[src/common/serdes_pcs_regs.svh]
`ifndef SERDES_PCS_REGS_SVH
`define SERDES_PCS_REGS_SVH

// register indices, byte address is index times four
`define IDX_ADV        6'h12
`define IDX_PARTNER    6'h13
`define IDX_RX_STATUS  6'h14
`define IDX_GOOD_CNT   6'h15
`define IDX_CRC_CNT    6'h16
`define IDX_CTRL       6'h20
`define IDX_IRQ_STATUS 6'h21
`define IDX_IRQ_MASK   6'h22

// field positions
`define CTRL_FORCE_ADV 0
`define ST_REALIGN     15
`define ST_SIG_DET     14
`define ST_QSGMII_SYNC 13
`define ST_COMMA_DET   12
`define ST_POS_LSB     8
`define GOOD_ACTIVE    15
`define SEL_LSB        14

// reset values
`define ADV_RESET      16'h0000
`define SEL_RESET      2'h0
`define CRC_RESET      8'h00
`define GOOD_RESET     14'h0000

// counter select codes
`define SEL_MEDIA      2'h0
`define SEL_MAC        2'h1

// counter limits
`define GOOD_LAST      14'h270f
`define CRC_MAX        8'hff

`endif

[src/common/serdes_pcs_pkg.sv]
package serdes_pcs_pkg;

  // serdes side inputs, all asynchronous to mclk
  typedef struct packed {
    logic        media_link_up;
    logic        qsgmii_mode;
    logic        qsgmii_sync;
    logic        comma_realign;
    logic        signal_detect;
    logic        comma_detect;
    logic [3:0]  comma_pos;
    logic        partner_valid;
    logic [15:0] partner_word;
    logic [15:0] native_word;
    logic        media_good;
    logic        media_crc;
    logic        mac_good;
    logic        mac_crc;
  } serdes_pins_t;

  // interrupt status and mask layout
  typedef struct packed {
    logic crc_sat;
    logic partner_rx;
    logic sig_det;
    logic realign;
  } irq_bits_t;

endpackage

[src/logic/serdes_pcs_bank.sv]
`include "serdes_pcs_regs.svh"

// Function
// - advertised word writable only when forcing
// - advertised readback undefined unless forcing
// - latch last partner code word, read only
// - sticky realign flag, cleared by read
// - sticky signal detect flag, cleared by read
// - comma detect follows commas, read sets
// - report comma position zero through nine
// - comma position ignored in qsgmii mode
// - qsgmii sync meaningful on port zero only
// - good counter active flag reads one only with media link up and a defined select
// - good packet count wraps after 9999
// - selector picks media or mac counters
// - crc error count saturates at 255
// - counters advance only with media link up
// - forcing advertises the register word
module serdes_pcs_bank #(
  parameter bit PORT_ZERO = 1'b1
) (
  // clock and reset
  input  wire logic                        mclk,
  input  wire logic                        arst_n,
  // avalon-mm slave
  input  wire logic [7:0]                  address,
  input  wire logic                        read,
  input  wire logic                        write,
  input  wire logic [31:0]                 writedata,
  input  wire logic [3:0]                  byteenable,
  output logic      [31:0]                 readdata,
  output logic                             waitrequest,
  // serdes side pins
  input  wire serdes_pcs_pkg::serdes_pins_t pins,
  // advertised word and interrupt
  output logic      [15:0]                 adv_word_out,
  output logic                             irq
);

  // byte lane merge for 16-bit registers
  function automatic logic [15:0] be_merge(input logic [15:0] old_v,
                                           input logic [15:0] new_v,
                                           input logic [1:0]  be);
    be_merge = {be[1] ? new_v[15:8] : old_v[15:8],
                be[0] ? new_v[7:0]  : old_v[7:0]};
  endfunction

  // rising edge of a synchronised event level
  function automatic logic rise(input logic now_v, input logic old_v);
    rise = now_v & ~old_v;
  endfunction

  serdes_pcs_pkg::serdes_pins_t s1_q;
  serdes_pcs_pkg::serdes_pins_t s2_q;
  serdes_pcs_pkg::serdes_pins_t s3_q;
  serdes_pcs_pkg::irq_bits_t    irq_st_q;
  serdes_pcs_pkg::irq_bits_t    irq_st_d;
  serdes_pcs_pkg::irq_bits_t    irq_mask_q;
  serdes_pcs_pkg::irq_bits_t    irq_ev;
  serdes_pcs_pkg::irq_bits_t    irq_clr;

  logic        ack_q;
  logic [31:0] rdata_q;
  logic [15:0] adv_q;
  logic [15:0] adv_d;
  logic [15:0] adv_out_q;
  logic        force_q;
  logic [15:0] partner_q;
  logic        realign_q;
  logic        sig_det_q;
  logic        comma_q;
  logic [1:0]  sel_q;
  logic [13:0] good_q;
  logic [13:0] good_d;
  logic [7:0]  crc_q;
  logic [7:0]  crc_d;

  // two-stage synchroniser, third stage only for edge detection
  always_ff @(posedge mclk or negedge arst_n) begin
    if (!arst_n) begin
      s1_q <= '0;
      s2_q <= '0;
      s3_q <= '0;
    end else begin
      s1_q <= pins;
      s2_q <= s1_q;
      s3_q <= s2_q;
    end
  end

  // event edges
  wire ev_realign = rise(s2_q.comma_realign, s3_q.comma_realign);
  wire ev_sig_det = rise(s2_q.signal_detect, s3_q.signal_detect);
  wire ev_partner = rise(s2_q.partner_valid, s3_q.partner_valid);
  wire ev_m_good  = rise(s2_q.media_good, s3_q.media_good);
  wire ev_m_crc   = rise(s2_q.media_crc, s3_q.media_crc);
  wire ev_c_good  = rise(s2_q.mac_good, s3_q.mac_good);
  wire ev_c_crc   = rise(s2_q.mac_crc, s3_q.mac_crc);

  // bus handshake: one wait cycle, then the request fires
  wire       req     = read | write;
  wire       rd_fire = read & ack_q;
  wire       wr_fire = write & ack_q;
  wire [5:0] idx     = address[7:2];
  assign waitrequest = req & ~ack_q;

  always_ff @(posedge mclk or negedge arst_n) begin
    if (!arst_n) ack_q <= 1'b0;
    else         ack_q <= req & ~ack_q;
  end

  // address decode
  wire hit_adv  = idx == `IDX_ADV;
  wire hit_part = idx == `IDX_PARTNER;
  wire hit_st   = idx == `IDX_RX_STATUS;
  wire hit_good = idx == `IDX_GOOD_CNT;
  wire hit_crc  = idx == `IDX_CRC_CNT;
  wire hit_ctrl = idx == `IDX_CTRL;
  wire hit_ist  = idx == `IDX_IRQ_STATUS;
  wire hit_imsk = idx == `IDX_IRQ_MASK;
  wire rd_st    = rd_fire & hit_st;

  // status word fields
  wire [3:0] pos_rd  = s2_q.qsgmii_mode ? 4'h0 : s2_q.comma_pos;
  wire       sync_rd = PORT_ZERO ? s2_q.qsgmii_sync : 1'b0;
  wire [15:0] st_word = {realign_q, sig_det_q, sync_rd, comma_q, pos_rd, 8'h00};

  // counter enable and selected events
  wire sel_ok   = (sel_q == `SEL_MEDIA) | (sel_q == `SEL_MAC);
  wire cnt_en   = s2_q.media_link_up & sel_ok;
  wire good_ev  = (sel_q == `SEL_MEDIA) ? ev_m_good : ev_c_good;
  wire crc_ev   = (sel_q == `SEL_MEDIA) ? ev_m_crc : ev_c_crc;
  wire good_inc = cnt_en & good_ev;
  wire crc_inc  = cnt_en & crc_ev & (crc_q != `CRC_MAX);

  // readback: advertised word unless forcing is undefined, show the live word
  wire [15:0] adv_rd = force_q ? adv_q : s2_q.native_word;
  wire [15:0] rd_mux =
      hit_adv  ? adv_rd :
      hit_part ? partner_q :
      hit_st   ? st_word :
      hit_good ? {cnt_en, 1'b0, good_q} :
      hit_crc  ? {sel_q, 6'h00, crc_q} :
      hit_ctrl ? {15'h0000, force_q} :
      hit_ist  ? {12'h000, irq_st_q} :
      hit_imsk ? {12'h000, irq_mask_q} : 16'h0000;

  // read data captured in the wait cycle, stands at the firing edge
  always_ff @(posedge mclk or negedge arst_n) begin
    if (!arst_n)                rdata_q <= 32'h0000_0000;
    else if (read & ~ack_q)     rdata_q <= {16'h0000, rd_mux};
  end
  assign readdata = rdata_q;

  // next values of written registers
  always_comb begin
    adv_d = adv_q;
    if (wr_fire & hit_adv & force_q)
      adv_d = be_merge(adv_q, writedata[15:0], byteenable[1:0]);
    good_d = good_q;
    if (good_inc)
      good_d = (good_q == `GOOD_LAST) ? 14'h0000 : good_q + 14'h0001;
    crc_d = crc_inc ? crc_q + 8'h01 : crc_q;
  end

  // advertised word, force control and counter select
  always_ff @(posedge mclk or negedge arst_n) begin
    if (!arst_n) begin
      adv_q   <= `ADV_RESET;
      force_q <= 1'b0;
      sel_q   <= `SEL_RESET;
    end else begin
      adv_q <= adv_d;
      if (wr_fire & hit_ctrl & byteenable[0])
        force_q <= writedata[`CTRL_FORCE_ADV];
      if (wr_fire & hit_crc & byteenable[1])
        sel_q <= writedata[`SEL_LSB+1:`SEL_LSB];
    end
  end

  // advertised word driven to the serdes
  always_ff @(posedge mclk or negedge arst_n) begin
    if (!arst_n) adv_out_q <= `ADV_RESET;
    else         adv_out_q <= force_q ? adv_q : s2_q.native_word;
  end
  assign adv_word_out = adv_out_q;

  // partner code word capture
  always_ff @(posedge mclk or negedge arst_n) begin
    if (!arst_n)         partner_q <= 16'h0000;
    else if (ev_partner) partner_q <= s2_q.partner_word;
  end

  // sticky flags: only a bit that was read out is cleared, a new event wins; comma detect follows its pin, a status read sets it
  always_ff @(posedge mclk or negedge arst_n) begin
    if (!arst_n) begin
      realign_q <= 1'b0;
      sig_det_q <= 1'b0;
      comma_q   <= 1'b0;
    end else begin
      realign_q <= ev_realign | (realign_q & ~(rd_st & rdata_q[`ST_REALIGN]));
      sig_det_q <= ev_sig_det | (sig_det_q & ~(rd_st & rdata_q[`ST_SIG_DET]));
      comma_q   <= s2_q.comma_detect | rd_st;
    end
  end

  // transmit counters
  always_ff @(posedge mclk or negedge arst_n) begin
    if (!arst_n) begin
      good_q <= `GOOD_RESET;
      crc_q  <= `CRC_RESET;
    end else begin
      good_q <= good_d;
      crc_q  <= crc_d;
    end
  end

  // interrupt events and write-one-to-clear
  assign irq_ev  = '{crc_sat: crc_inc & (crc_q == `CRC_MAX - 8'h01),
                     partner_rx: ev_partner,
                     sig_det: ev_sig_det,
                     realign: ev_realign};
  assign irq_clr = (wr_fire & hit_ist & byteenable[0]) ? writedata[3:0] : 4'h0;
  assign irq_st_d = irq_ev | (irq_st_q & ~irq_clr);

  always_ff @(posedge mclk or negedge arst_n) begin
    if (!arst_n) begin
      irq_st_q   <= '0;
      irq_mask_q <= '0;
    end else begin
      irq_st_q <= irq_st_d;
      if (wr_fire & hit_imsk & byteenable[0])
        irq_mask_q <= writedata[3:0];
    end
  end
  assign irq = |(irq_st_q & irq_mask_q);

  // advertised register holds while forcing is off
  property p_adv_locked;
    @(posedge mclk) disable iff (!arst_n)
      !force_q |=> $stable(adv_q);
  endproperty
  a_adv_locked: assert property (p_adv_locked) else $error("adv word changed unforced");

  // forced word reaches the serdes one cycle later
  property p_adv_out;
    @(posedge mclk) disable iff (!arst_n)
      force_q |=> adv_word_out == $past(adv_q);
  endproperty
  a_adv_out: assert property (p_adv_out) else $error("forced word not advertised");

  // partner word follows its strobe
  property p_partner;
    @(posedge mclk) disable iff (!arst_n)
      ev_partner |=> partner_q == $past(s2_q.partner_word);
  endproperty
  a_partner: assert property (p_partner) else $error("partner word not captured");

  // realign flag is still set after its event and two cycles without a status read
  property p_realign;
    @(posedge mclk) disable iff (!arst_n)
      ev_realign ##1 !rd_st [*2] |=> realign_q;
  endproperty
  a_realign: assert property (p_realign) else $error("realign flag lost");

  // signal detect flag sets on its event
  property p_sig_det;
    @(posedge mclk) disable iff (!arst_n)
      ev_sig_det |=> sig_det_q;
  endproperty
  a_sig_det: assert property (p_sig_det) else $error("signal detect flag not set");

  // status read leaves comma detect at one
  property p_comma;
    @(posedge mclk) disable iff (!arst_n)
      rd_st |=> comma_q;
  endproperty
  a_comma: assert property (p_comma) else $error("comma detect not set by read");

  // good count stays below 10000 and wraps to zero
  property p_good_wrap;
    @(posedge mclk) disable iff (!arst_n)
      good_inc && good_q == `GOOD_LAST |=> good_q == 14'h0000 ##1 good_q <= `GOOD_LAST;
  endproperty
  a_good_wrap: assert property (p_good_wrap) else $error("good count wrap wrong");

  // crc count saturates
  property p_crc_sat;
    @(posedge mclk) disable iff (!arst_n)
      crc_q == `CRC_MAX |=> crc_q == `CRC_MAX;
  endproperty
  a_crc_sat: assert property (p_crc_sat) else $error("crc count left 255");

  // no counting without media link
  property p_link;
    @(posedge mclk) disable iff (!arst_n)
      !s2_q.media_link_up |=> $stable(good_q) && $stable(crc_q);
  endproperty
  a_link: assert property (p_link) else $error("counter moved with link down");

  // a write to a read-only word changes nothing
  property p_ro_write;
    @(posedge mclk) disable iff (!arst_n)
      wr_fire && (hit_part || hit_good) && !ev_partner && !good_inc
        |=> $stable(partner_q) && $stable(good_q);
  endproperty
  a_ro_write: assert property (p_ro_write) else $error("read-only write had effect");

  // comma position reads zero in qsgmii mode
  property p_qsgmii_pos;
    @(posedge mclk) disable iff (!arst_n)
      read && !ack_q && hit_st && s2_q.qsgmii_mode |=> rdata_q[11:8] == 4'h0;
  endproperty
  a_qsgmii_pos: assert property (p_qsgmii_pos) else $error("comma position shown");

  // bus answers after exactly one wait cycle
  property p_wait;
    @(posedge mclk) disable iff (!arst_n)
      $rose(req) |-> waitrequest ##1 !waitrequest;
  endproperty
  a_wait: assert property (p_wait) else $error("waitrequest timing wrong");

  // a forced full write lands in the advertised register
  property p_adv_write;
    @(posedge mclk) disable iff (!arst_n)
      wr_fire && hit_adv && force_q && byteenable[1:0] == 2'h3
        |=> adv_q == $past(writedata[15:0]);
  endproperty
  a_adv_write: assert property (p_adv_write) else $error("forced write not stored");

  // a status read that showed realign clears it unless a new one arrives
  property p_realign_clr;
    @(posedge mclk) disable iff (!arst_n)
      rd_st && rdata_q[`ST_REALIGN] && !ev_realign |=> !realign_q;
  endproperty
  a_realign_clr: assert property (p_realign_clr) else $error("realign flag not cleared");

  // a status read that showed signal detect clears it unless a new one arrives
  property p_sig_det_clr;
    @(posedge mclk) disable iff (!arst_n)
      rd_st && rdata_q[`ST_SIG_DET] && !ev_sig_det |=> !sig_det_q;
  endproperty
  a_sig_det_clr: assert property (p_sig_det_clr) else $error("signal detect not cleared");

  // comma detect drops when the pin is low and no read is firing
  property p_comma_drop;
    @(posedge mclk) disable iff (!arst_n)
      !s2_q.comma_detect && !rd_st |=> !comma_q;
  endproperty
  a_comma_drop: assert property (p_comma_drop) else $error("comma detect held");

  // active bit reads as link up with a defined select
  property p_active;
    @(posedge mclk) disable iff (!arst_n)
      read && !ack_q && hit_good
        |=> rdata_q[`GOOD_ACTIVE] == ($past(s2_q.media_link_up) && !$past(sel_q[1]));
  endproperty
  a_active: assert property (p_active) else $error("active bit wrong");

  // reserved select codes freeze both counters
  property p_sel_rsvd;
    @(posedge mclk) disable iff (!arst_n)
      sel_q[1] |=> $stable(good_q) && $stable(crc_q);
  endproperty
  a_sel_rsvd: assert property (p_sel_rsvd) else $error("counted on reserved select");

  // good count steps by one below the wrap point
  property p_good_step;
    @(posedge mclk) disable iff (!arst_n)
      good_inc && good_q != `GOOD_LAST |=> good_q == $past(good_q) + 14'h0001;
  endproperty
  a_good_step: assert property (p_good_step) else $error("good count step wrong");

  // crc count steps by one below saturation
  property p_crc_step;
    @(posedge mclk) disable iff (!arst_n)
      crc_inc |=> crc_q == $past(crc_q) + 8'h01;
  endproperty
  a_crc_step: assert property (p_crc_step) else $error("crc count step wrong");

  // qsgmii sync is shown only on port zero
  property p_sync_port;
    @(posedge mclk) disable iff (!arst_n)
      read && !ack_q && hit_st
        |=> rdata_q[`ST_QSGMII_SYNC] == (PORT_ZERO && $past(s2_q.qsgmii_sync));
  endproperty
  a_sync_port: assert property (p_sync_port) else $error("qsgmii sync shown wrongly");

endmodule

[config.mk]
export PLATFORM = sky130hd
export DESIGN_NAME = serdes_pcs_bank
export DESIGN_NICKNAME = d
export VERILOG_FILES = /design/src/common/serdes_pcs_pkg.sv /design/src/logic/serdes_pcs_bank.sv
export VERILOG_INCLUDE_DIRS = /design/src /design/src/common
export SDC_FILE = /design/constraint.sdc
export NUM_CORES = 1
export LEC_CHECK = 0
export BUFFER_PORTS_ARGS = -buffer_cell sky130_fd_sc_hd__buf_4
export CAP_MARGIN = 0
export CORE_UTILIZATION = 40
export CTS_CLUSTER_DIAMETER = 80
export CTS_CLUSTER_SIZE = 25
export DETAILED_ROUTE_END_ITERATION = 7
export MAX_ROUTING_LAYER = met4
export SYNTH_ARGS = -nofsm -noshare
export SYNTH_HDL_FRONTEND = slang
export SYNTH_SLANG_ARGS = --single-unit
[constraint.sdc]
create_clock -name mclk -period 3.1 [get_ports mclk]
set_input_delay 0.465 -clock mclk [delete_from_list [all_inputs] [get_ports mclk]]
set_output_delay 0.465 -clock mclk [all_outputs]
set_load 0.03 [all_outputs]
==> results of run 1 <==
## power breakdown
part | total [mW] | leakage [nW] | switching (mW) | internal [mW]
Clock | 1.65 | 0.183 | 0.845 | 0.801
Combinational | 0.595 | 1.47 | 0.339 | 0.256
Sequential | 2.97 | 2.46 | 0.154 | 2.82
Total | 5.21 | 4.11 | 1.34 | 3.88
## layout make-up
cell class | count | area [um^2]
Fill cell | 1588 | 9235
Sequential cell | 202 | 5055
Multi-Input combinational cell | 311 | 2331
Timing Repair Buffer | 119 | 914.6
Clock buffer | 15 | 342.8
Tap cell | 229 | 286.5
Clock inverter | 3 | 25.02
Inverter | 5 | 18.77
## layer usage
metal | up-vias | global-route usage | share of wire
met5 | - | - | 0
met4 | 0 | 0.07368 | 0.037
met3 | 33 | 0.04061 | 0.064
met2 | 172 | 0.2753 | 0.47
met1 | 2358 | 0.2366 | 0.43
li1 | 2116 | - | -
## state kept, by name, summed over array words and instances, names as in the netlist
signal / cells
sel_q: 2
irq_mask_q: 4
ack_q: 1
s1_q: 47
s3_q: 7
good_q: 14
sync_rd: 1
partner_q: 16
readdata: 16
crc_q: 8
s2_q: 46
force_q: 1
realign_q: 1
adv_word_out: 16
adv_q: 16
comma_q: 1
sig_det_q: 1
irq_st_q: 4
## Yosys cell counts, types with 4 or more instances
cell type	count	area share
dfrtp_1	202	0.67
mux2_2	57	0.085
nand2_1	23	0.011
nor2_1	20	0.0099
buf_4	17	0.017
and3_1	15	0.012
o21ai_0	13	0.0086
nand3_1	11	0.0073
nand2b_1	10	0.0083
xor2_1	10	0.012
buf_2	8	0.0053
clkbuf_1	7	0.0035
nor2b_1	7	0.0058
a22oi_1	6	0.0060
a31oi_1	6	0.0050
nor3b_1	6	0.0060
o31ai_1	6	0.0060
a21o_1	5	0.0050
a21oi_1	5	0.0033
and2_1	5	0.0041
inv_1	5	0.0025
nand4_1	5	0.0041
nor4_1	5	0.0041
xnor2_1	5	0.0058
a222oi_1	4	0.0053
a22o_1	4	0.0046
nor3_1	4	0.0027
o211ai_1	4	0.0040
o2bb2ai_1	4	0.0046
or3_1	4	0.0033
## kinds of logic after synthesis
kind of cell	Yosys count	share of synthesized area
adders and majority gates	3	0.004972
other	1	0.0004967
AOI/OAI and AO/OA	79	0.07673
muxes	61	0.09049
and+or+nand+nor	137	0.1112
buffers and inverters	39	0.02917
xor gates and xnor gates	15	0.01740
DFF	202	0.6695
## how the worst max path moves through the flow
stage                     cells after the start                        to           startpoint  slack [ns]
after floorplan                               4       force_q$_DFFE_PN0P_           address[4]        1.23
after global placement                        5     adv_q[13]$_DFFE_PN0P_           address[5]        0.82
after detailed placement                      5      adv_q[8]$_DFFE_PN0P_           address[5]        0.81
after CTS                                     4  readdata[12]$_DFFE_PN0P_  force_q$_DFFE_PN0P_        1.16
after global routing                          4  readdata[12]$_DFFE_PN0P_  force_q$_DFFE_PN0P_        1.03
final                                         2               waitrequest      ack_q$_DFF_PN0_        1.17
## worst max-delay path, delay by kind of cell, from the launching register on
kind                   cells  cell delay, ns
buffers and inverters      1            0.22
DFF                        1            0.49
and+or+nand+nor            1            0.29
## stage by stage
stage,power [mW],setup slack (ns),utilization,instances
6_report,5.215,1.170,0.4928,884
5_1_grt,5.448,1.033,0.4928,884
3_3_place_gp,3.606,0.8239,0.4721,865
2_1_floorplan,3.320,1.226,-,552
3_5_place_dp,3.626,0.8143,0.4721,865
4_1_cts,5.277,1.161,0.4928,884
==> results.py, run 1 <==
metrics = {
    "clock_network": {
        "clkSinkCount": 202,
        "clock_path_buffers": 3,
        "clk_pin_slew_worst_paths_ns": 0.09,
        "numCtsBuffers": 12,
        "clk-insertion-delay-late_ns": 0.47,
        "cts_tree": "yes",
        "cts_root_buf": "clkbuf_16",
        "htree_num_levels": 1,
        "post_cts_buffers": 0,
        "cts_resized": 0,
        "ctsHoldBuffers": 1,
    },
    "timing": {
        "timing.hold.ws_ns": 0.09113,
        "worst_pin_slew_ns": 0.7517,
        "clock_skew_ns": 0.01076,
        "rsz0062_at_grt": "false",
        "hold_violations": 0,
        "setup_viol": 0,
        "min_period_over_period": 0.6226,
        "fmax_mhz": 518.1,
        "slew_headroom": 0.4989,
        "period_needed_ns": 1.930,
        "fin_setup_tns_ns": 0,
        "slew_viol_final": 0,
    },
    "critical_path": {
        "reg2reg_slack_ns": 1.19,
        "timing.rr.start": "force_q$_DFFE_PN0P_",
        "required_ns": 2.63,
        "cp_cell_sequence": "nor2_1 -> buf_4",
        "reg2reg_to": "readdata[12]$_DFFE_PN0P_",
        "path_class": "reg -> out",
        "crit_path_end_kind": "output port",
        "slowest_stage": "dfrtp_1",
        "reg2reg_depth": 4,
        "max_stage_delay_ns": 0.49,
        "arrival_ns": 1.47,
        "worst_setup_path_start_kind": "flip-flop",
        "crit_fanout": 8,
    },
    "placement": {
        "gp_congestion": 0.8446,
        "dp_hpwl_um": 12070,
        "place_area_um2": 8596,
        "port_buffers": 108,
    },
    "drt": {
        "first_iter_violations": 290,
        "viasPerCell": 5.293,
        "drt_first_pass_iters": 4,
        "post_drt_wl_per_cell_um": 18.75,
        "drc": 0,
        "ant_nets": 0,
        "vias": 4679,
        "wl_um": 16580,
    },
    "yosys": {
        "async_flop_share": 1.000,
        "synth_seq_cells": 202,
        "seq_area_frac_synth": 0.6695,
        "synth_cell_types": 61,
        "ys.warnings.count": 0,
        "synth_cells": 537,
        "synth.avg_cell_area_um2": 14.06,
        "synth_edf_count": 0,
        "netlist_area_um2": 7550,
        "synth-main-ff-cell": "dfrtp_1",
    },
    "worst_hold_path": {
        "hold_end": "s1_q[1]$_DFF_PN0_",
        "hold_path_class": "in -> reg",
        "min-delay-start": "pins[1]",
        "hold_depth": 1,
    },
    "die": {
        "die_w_um": 139.4,
        "die_height_um": 139.4,
        "dieArea_um2": 19430,
        "boundaryPins": 145,
        "start_util": 0.4146,
        "core_region_area_um2": 18210,
        "rows": 49,
    },
    "final_layout": {
        "syn2layout_area_growth_pct": 18.86,
        "finalInstanceArea_um2": 8974,
        "diodes": 0,
        "final_cell_mix": "dfrtp_1 (202), buf_4 (116), mux2_2 (57)",
        "final_common_cell": "dfrtp_1",
        "nets": 749,
        "drive_gt1_frac": 0.3038,
    },
    "grt": {
        "grt_first_pass_wirelength_um": 26430,
        "grt_pass1_vias": 4792,
        "overflow": 0,
        "track_usage": 0.1816,
        "grt_start_max_net_pins": 69,
        "antenna_found_initial": 0,
    },
    "run_status": {
        "status": "finished clean",
    },
    "power": {
        "ir_worst_vdd_mv": 0.3994,
        "p_leak_nw": 4.112,
        "powerDensity_nw_per_um2": 581.1,
    },
    "flow_run": {
        "cap_violations": 0,
    },
}
No activity file was read; power rests on OpenSTA's default activity.
==> run 2, diff against run 1 <==
==> constraint.sdc (replaced) <==
create_clock -name mclk -period 1.7 [get_ports mclk]
set_input_delay 0.255 -clock mclk [delete_from_list [all_inputs] [get_ports mclk]]
set_output_delay 0.255 -clock mclk [all_outputs]
set_load 0.03 [all_outputs]
==> run 2 against run 1 <==
Net effect:
- final area rose by 10%
- via count rose by 7.2%
- routed wire length rose by 5.2%
- flip-flop and latch count did not move
==> results.py, run 2 (synthesis gave the netlist of run 1 again) <==
metrics = {
    "run_status": {
        "status": "finished clean",
    },
    "clock_network": {
        "cts_root_buf": "clkbuf_16",
        "cts_tree": "yes",
        "clock_path_buffers": 3,
        "clkSinkCount": 202,
        "clk_pin_slew_worst_paths_ns": 0.10,
        "clk-insertion-delay-late_ns": 0.48,
        "numCtsBuffers": 13,
        "htree_num_levels": 1,
    },
    "critical_path": {
        "crit_family": "flip-flops",
        "max_stage_delay_ns": 0.44,
        "cp_cell_sequence": "buf_4 -> mux2_2 -> o2111ai_1 -> o21a_1 -> o31ai_1",
        "required_ns": 2.06,
        "crit_fanout": 12,
        "worst_setup_path_start_kind": "flip-flop",
        "slowest_stage": "dfrtp_2",
        "path_class": "reg -> reg",
        "arrival_ns": 2.03,
        "crit_path_end_kind": "flip-flop",
        "cp_num_buf_inv": 1,
    },
    "grt": {
        "track_usage": 0.1930,
        "grt_first_pass_wirelength_um": 28330,
        "grt_pass1_vias": 5266,
        "overflow": 0,
        "grt_start_max_net_pins": 61,
        "antenna_found_initial": 0,
    },
    "drt": {
        "ant_nets": 0,
        "first_iter_violations": 262,
        "viasPerCell": 5.116,
        "drc": 0,
        "vias": 5014,
        "drt_first_pass_iters": 4,
        "wl_um": 17440,
        "post_drt_wl_per_cell_um": 17.79,
    },
    "die": {
        "die_height_um": 139.4,
        "dieArea_um2": 19430,
        "start_util": 0.4146,
        "die_w_um": 139.4,
        "boundaryPins": 145,
        "rows": 49,
        "core_region_area_um2": 18210,
    },
    "final_layout": {
        "final_common_cell": "dfrtp_1",
        "nets": 846,
        "diodes": 0,
        "largest_reg_flops": 47,
        "final_cell_mix": "dfrtp_1 (200), buf_4 (161), mux2_2 (56)",
        "regMostFlops": "s1_q",
        "syn2layout_area_growth_pct": 31.29,
        "drive_gt1_frac": 0.3382,
        "finish.utilization": 0.5444,
        "top_regs": "s1_q x47, s2_q x46",
    },
    "timing": {
        "slew_headroom": 0.6619,
        "fmax_mhz": 598.7,
        "period_needed_ns": 1.670,
        "slew_viol_final": 0,
        "worst_pin_slew_ns": 0.5072,
        "min_period_over_period": 0.9825,
        "hold_violations": 0,
        "setup_viol": 0,
        "clock_skew_ns": 0.02756,
        "rsz0062_at_grt": "true",
    },
    "power": {
        "ir_worst_vdd_mv": 0.7204,
        "p_leak_nw": 4.568,
        "powerDensity_nw_per_um2": 996.1,
        "p_total_mw": 9.873,
    },
    "worst_hold_path": {
        "hold_path_class": "in -> reg",
    },
    "flow_run": {
        "cap_violations": 0,
    },
    "placement": {
        "gp_congestion": 0.8499,
        "port_buffers": 108,
        "dp_hpwl_um": 12870,
    },
}
-- run 2: cell count changes in the layout (fill, tap and decap cells not counted), moves of 2 or more --
cell | before | now
buf_4 | 116 | 161
dlygate4sd3_1 | 1 | 50
buf_12 | 1 | 3
dfrtp_1 | 202 | 200
dfrtp_2 | 0 | 2
-- run 2: area by class of cell --
class | count | area, um^2
timing repair buffer | 215 | 1783
tap | 229 | 286.5
clock buffer | 13 | 325.3
inverter | 5 | 18.77
fill | 1528 | 8297
clock inverter | 5 | 68.82
multi-input combinational | 311 | 2372
sequential | 202 | 5057
-- run 2: power by group --
part	internal, mW	total, mW	leakage (nW)	switching, mW
Sequential	5.14	5.39	2.45	0.246
Clock	1.47	3.12	0.192	1.66
Combinational	0.650	1.36	1.92	0.709
Total	7.26	9.87	4.57	2.61
-- run 2: path summary, 6_finish.rpt --
kind / startpoint / to / slack (ns) / depth (start not counted)
worst max-delay path: force_q$_DFFE_PN0P_ / readdata[0]$_DFFE_PN0P_ / 0.03 / 5
worst min-delay path: writedata[7] / adv_q[7]$_DFFE_PN0P_ / 0.02 / 2
worst max register to register: force_q$_DFFE_PN0P_ / readdata[0]$_DFFE_PN0P_ / 0.03 / 5
worst min register to register: s1_q[29]$_DFF_PN0_ / s2_q[29]$_DFF_PN0_ / 0.33 / 0
max in group asynchronous: arst_n / s1_q[5]$_DFF_PN0_ / 0.79 / 3
min in group asynchronous: arst_n / good_q[13]$_DFFE_PN0P_ / 0.30 / 2
-- run 2: stage by stage --
stage                     worst slack [ns]  hold slack [ns]  cell area, um^2   TNS, ns  instances
after global placement             -0.1081           0.2746             8974   -0.6141        912
after detailed placement          -0.08575           0.2785             8974    -1.224        912
after floorplan                    0.03566         -0.04059             7606         0        552
after global routing             -0.008415         0.006717             9912  -0.01659        980
final                              0.02975          0.01650             9912         0        980
after CTS                          0.01213        0.0009000             9872         0        979
-- run 2: per-layer routing --
layer,up-vias,GRT usage,share of wire
li1,2327,-,-
met1,2513,0.2540,0.45
met2,147,0.3086,0.48
met3,27,0.03131,0.050
met4,0,0.05673,0.025
met5,-,-,0
-- run 2: worst register-to-register path, stage by stage, from the launching register on --
cell and delay [ns]:
dfrtp_2 0.44, buf_4 0.27, mux2_2 0.42, o2111ai_1 0.22, o21a_1 0.14, o31ai_1 0.07
-- run 2: repair_timing --
action,in CTS,in global routing
hold buffers,49,1
setup buffers,0,0
cloned,0,0
setup endpoints to repair,6,6
endpoints found under the hold margin,99,1
gates resized for setup,4,6
pin swaps,0,2
==> run 3, diff against run 2 <==
--- a/config.mk
+++ b/config.mk
@@ -8,8 +8,8 @@
 export LEC_CHECK = 0
 export BUFFER_PORTS_ARGS = -buffer_cell sky130_fd_sc_hd__buf_4
 export CAP_MARGIN = 0
-export CORE_UTILIZATION = 40
-export CTS_CLUSTER_DIAMETER = 80
+export CORE_UTILIZATION = 26
+export CTS_CLUSTER_DIAMETER = 120
 export CTS_CLUSTER_SIZE = 25
 export DETAILED_ROUTE_END_ITERATION = 7
 export MAX_ROUTING_LAYER = met4
==> constraint.sdc (replaced) <==
create_clock -name mclk -period 1.5 [get_ports mclk]
set_input_delay 0.225 -clock mclk [delete_from_list [all_inputs] [get_ports mclk]]
set_output_delay 0.225 -clock mclk [all_outputs]
set_load 0.03 [all_outputs]
==> run 3 against run 2 <==
Net effect:
- the flow now finishes with violations (negative setup slack)
- count of clock-buffer cells in the layout is the same
- final area grew 9.2%
- clock skew grew 0.014 ns
- clock power grew 8.3%
- die area grew 53%
- largest power group unchanged
- highest routed layer unchanged
==> results.py, run 3 (synthesis gave the netlist of run 1 again) <==
metrics = {
    "clock_network": {
        "htree_num_levels": 1,
        "clock_path_buffers": 3,
        "clk_pin_slew_worst_paths_ns": 0.10,
        "clk-insertion-delay-late_ns": 0.48,
        "numCtsBuffers": 12,
        "clkSinkCount": 202,
        "cts_root_buf": "clkbuf_16",
        "cts_tree": "yes",
    },
    "final_layout": {
        "drive_gt1_frac": 0.4189,
        "syn2layout_area_growth_pct": 43.35,
        "nets": 893,
        "finalInstanceArea_um2": 10820,
        "stdcell_count": 1179,
        "regMostFlops": "s1_q",
        "final_cell_mix": "dfrtp_1 (199), buf_4 (187), dlygate4sd3_1 (61)",
        "diodes": 0,
        "largest_reg_flops": 47,
        "top_regs": "s1_q x47, s2_q x46",
        "finish.utilization": 0.3781,
        "final_common_cell": "dfrtp_1",
    },
    "grt": {
        "grt_start_max_net_pins": 55,
        "grt_pass1_vias": 5181,
        "overflow": 0,
        "track_usage": 0.1360,
        "antenna_found_initial": 0,
        "grt_first_pass_wirelength_um": 29740,
    },
    "critical_path": {
        "cp_num_buf_inv": 2,
        "path_class": "reg -> reg",
        "required_ns": 1.88,
        "worst_setup_path_start_kind": "flip-flop",
        "crit_fanout": 6,
        "max_stage_delay_ns": 0.48,
        "crit_path_end_kind": "flip-flop",
        "arrival_ns": 1.98,
        "cp_cell_sequence": "buf_4 -> buf_6 -> mux2_4 -> mux2i_1 -> a21oi_1 -> a22o_1",
        "slowest_stage": "dfrtp_2",
        "crit_family": "flip-flops",
    },
    "timing": {
        "hold_violations": 0,
        "fin_setup_tns_ns": -1.099,
        "timing.hold.ws_ns": 0.01077,
        "finalWorstSetupSlack_ns": -0.1006,
        "clock_skew_ns": 0.04180,
        "fmax_mhz": 624.8,
        "min_period_over_period": 1.067,
        "setup_viol": 15,
        "period_needed_ns": 1.601,
        "rsz0062_at_grt": "true",
        "slew_viol_final": 0,
    },
    "placement": {
        "port_buffers": 108,
        "place_area_um2": 9402,
        "gp_congestion": 0.9095,
        "dp.cells": 1095,
        "dp_hpwl_um": 14080,
        "dp_worst_setup_slack_ns": -0.2161,
    },
    "power": {
        "clkPwrFrac": 0.298,
        "pwr-share-seq": 0.536,
        "p_int_mw": 8.364,
        "p_total_mw": 11.33,
        "ir_worst_vdd_mv": 0.8022,
        "p_leak_nw": 4.901,
        "combPwrFrac": 0.166,
        "powerDensity_nw_per_um2": 1047,
        "swShare": 0.2620,
        "power.switching_mw": 2.969,
    },
    "drt": {
        "post_drt_wl_per_cell_um": 16.28,
        "drc": 0,
        "drt_first_pass_iters": 5,
        "vias": 5184,
        "first_iter_violations": 359,
        "viasPerCell": 4.397,
        "ant_nets": 0,
        "wl_um": 19190,
    },
    "flow_run": {
        "cap_violations": 0,
    },
    "die": {
        "core_region_area_um2": 28630,
        "rows": 62,
        "start_util": 0.2637,
        "dieArea_um2": 29720,
        "die_w_um": 172.4,
        "boundaryPins": 145,
        "die_height_um": 172.4,
    },
    "worst_hold_path": {
        "hold_path_class": "in -> reg",
    },
    "run_status": {
        "violations": "negative setup slack",
        "status": "finished with violations",
    },
}
-- run 3: timing repair --
action,4_1_cts,5_1_grt
gates resized for setup,33,62
setup buffers,3,6
hold endpoints to repair,164,0
hold buffers,61,0
setup endpoints to repair,47,37
pin swaps,5,27
-- run 3: final cells by class --
class                           count  area, um^2
Multi-Input combinational cell    311        2676
Inverter                            5       18.77
Clock inverter                      1       30.03
Timing Repair Buffer              263        2233
Tap cell                          384       480.5
Sequential cell                   202        5059
Clock buffer                       13       325.3
Fill cell                        2743       17800
-- run 3: path summary, 6_finish.rpt --
| path | start | cells past startpoint | slack (ns) | end |
|---|---|---|---|---|
| min reg2reg | s1_q[46]$_DFF_PN0_ | 0 | 0.34 | s2_q[46]$_DFF_PN0_ |
| max reg2reg | force_q$_DFFE_PN0P_ | 6 | -0.10 | readdata[11]$_DFFE_PN0P_ |
| min | writedata[2] | 2 | 0.01 | adv_q[2]$_DFFE_PN0P_ |
| max in group asynchronous | arst_n | 3 | 0.66 | s2_q[20]$_DFF_PN0_ |
| max | force_q$_DFFE_PN0P_ | 6 | -0.10 | readdata[11]$_DFFE_PN0P_ |
| min in group asynchronous | arst_n | 2 | 0.22 | s2_q[5]$_DFF_PN0_ |
-- run 3: metal layers --
layer	global-route usage	wire (um)	vias to the layer above
li1	-	-	2400
met1	0.1840	8763	2618
met2	0.2130	8978	140
met3	0.01968	942	26
met4	0.03617	510	0
met5	-	0	-
-- run 3: power by group through the flow --
stage               sequential [mW]  combinational, mW  clock, mW
detailed placement             6.17               1.64          0
global placement               6.16               1.63          0
floorplan                      6.26              0.616          0
finish                         6.07               1.88       3.38
CTS                            6.06               1.82       3.49
global route                   6.12               2.05       3.73
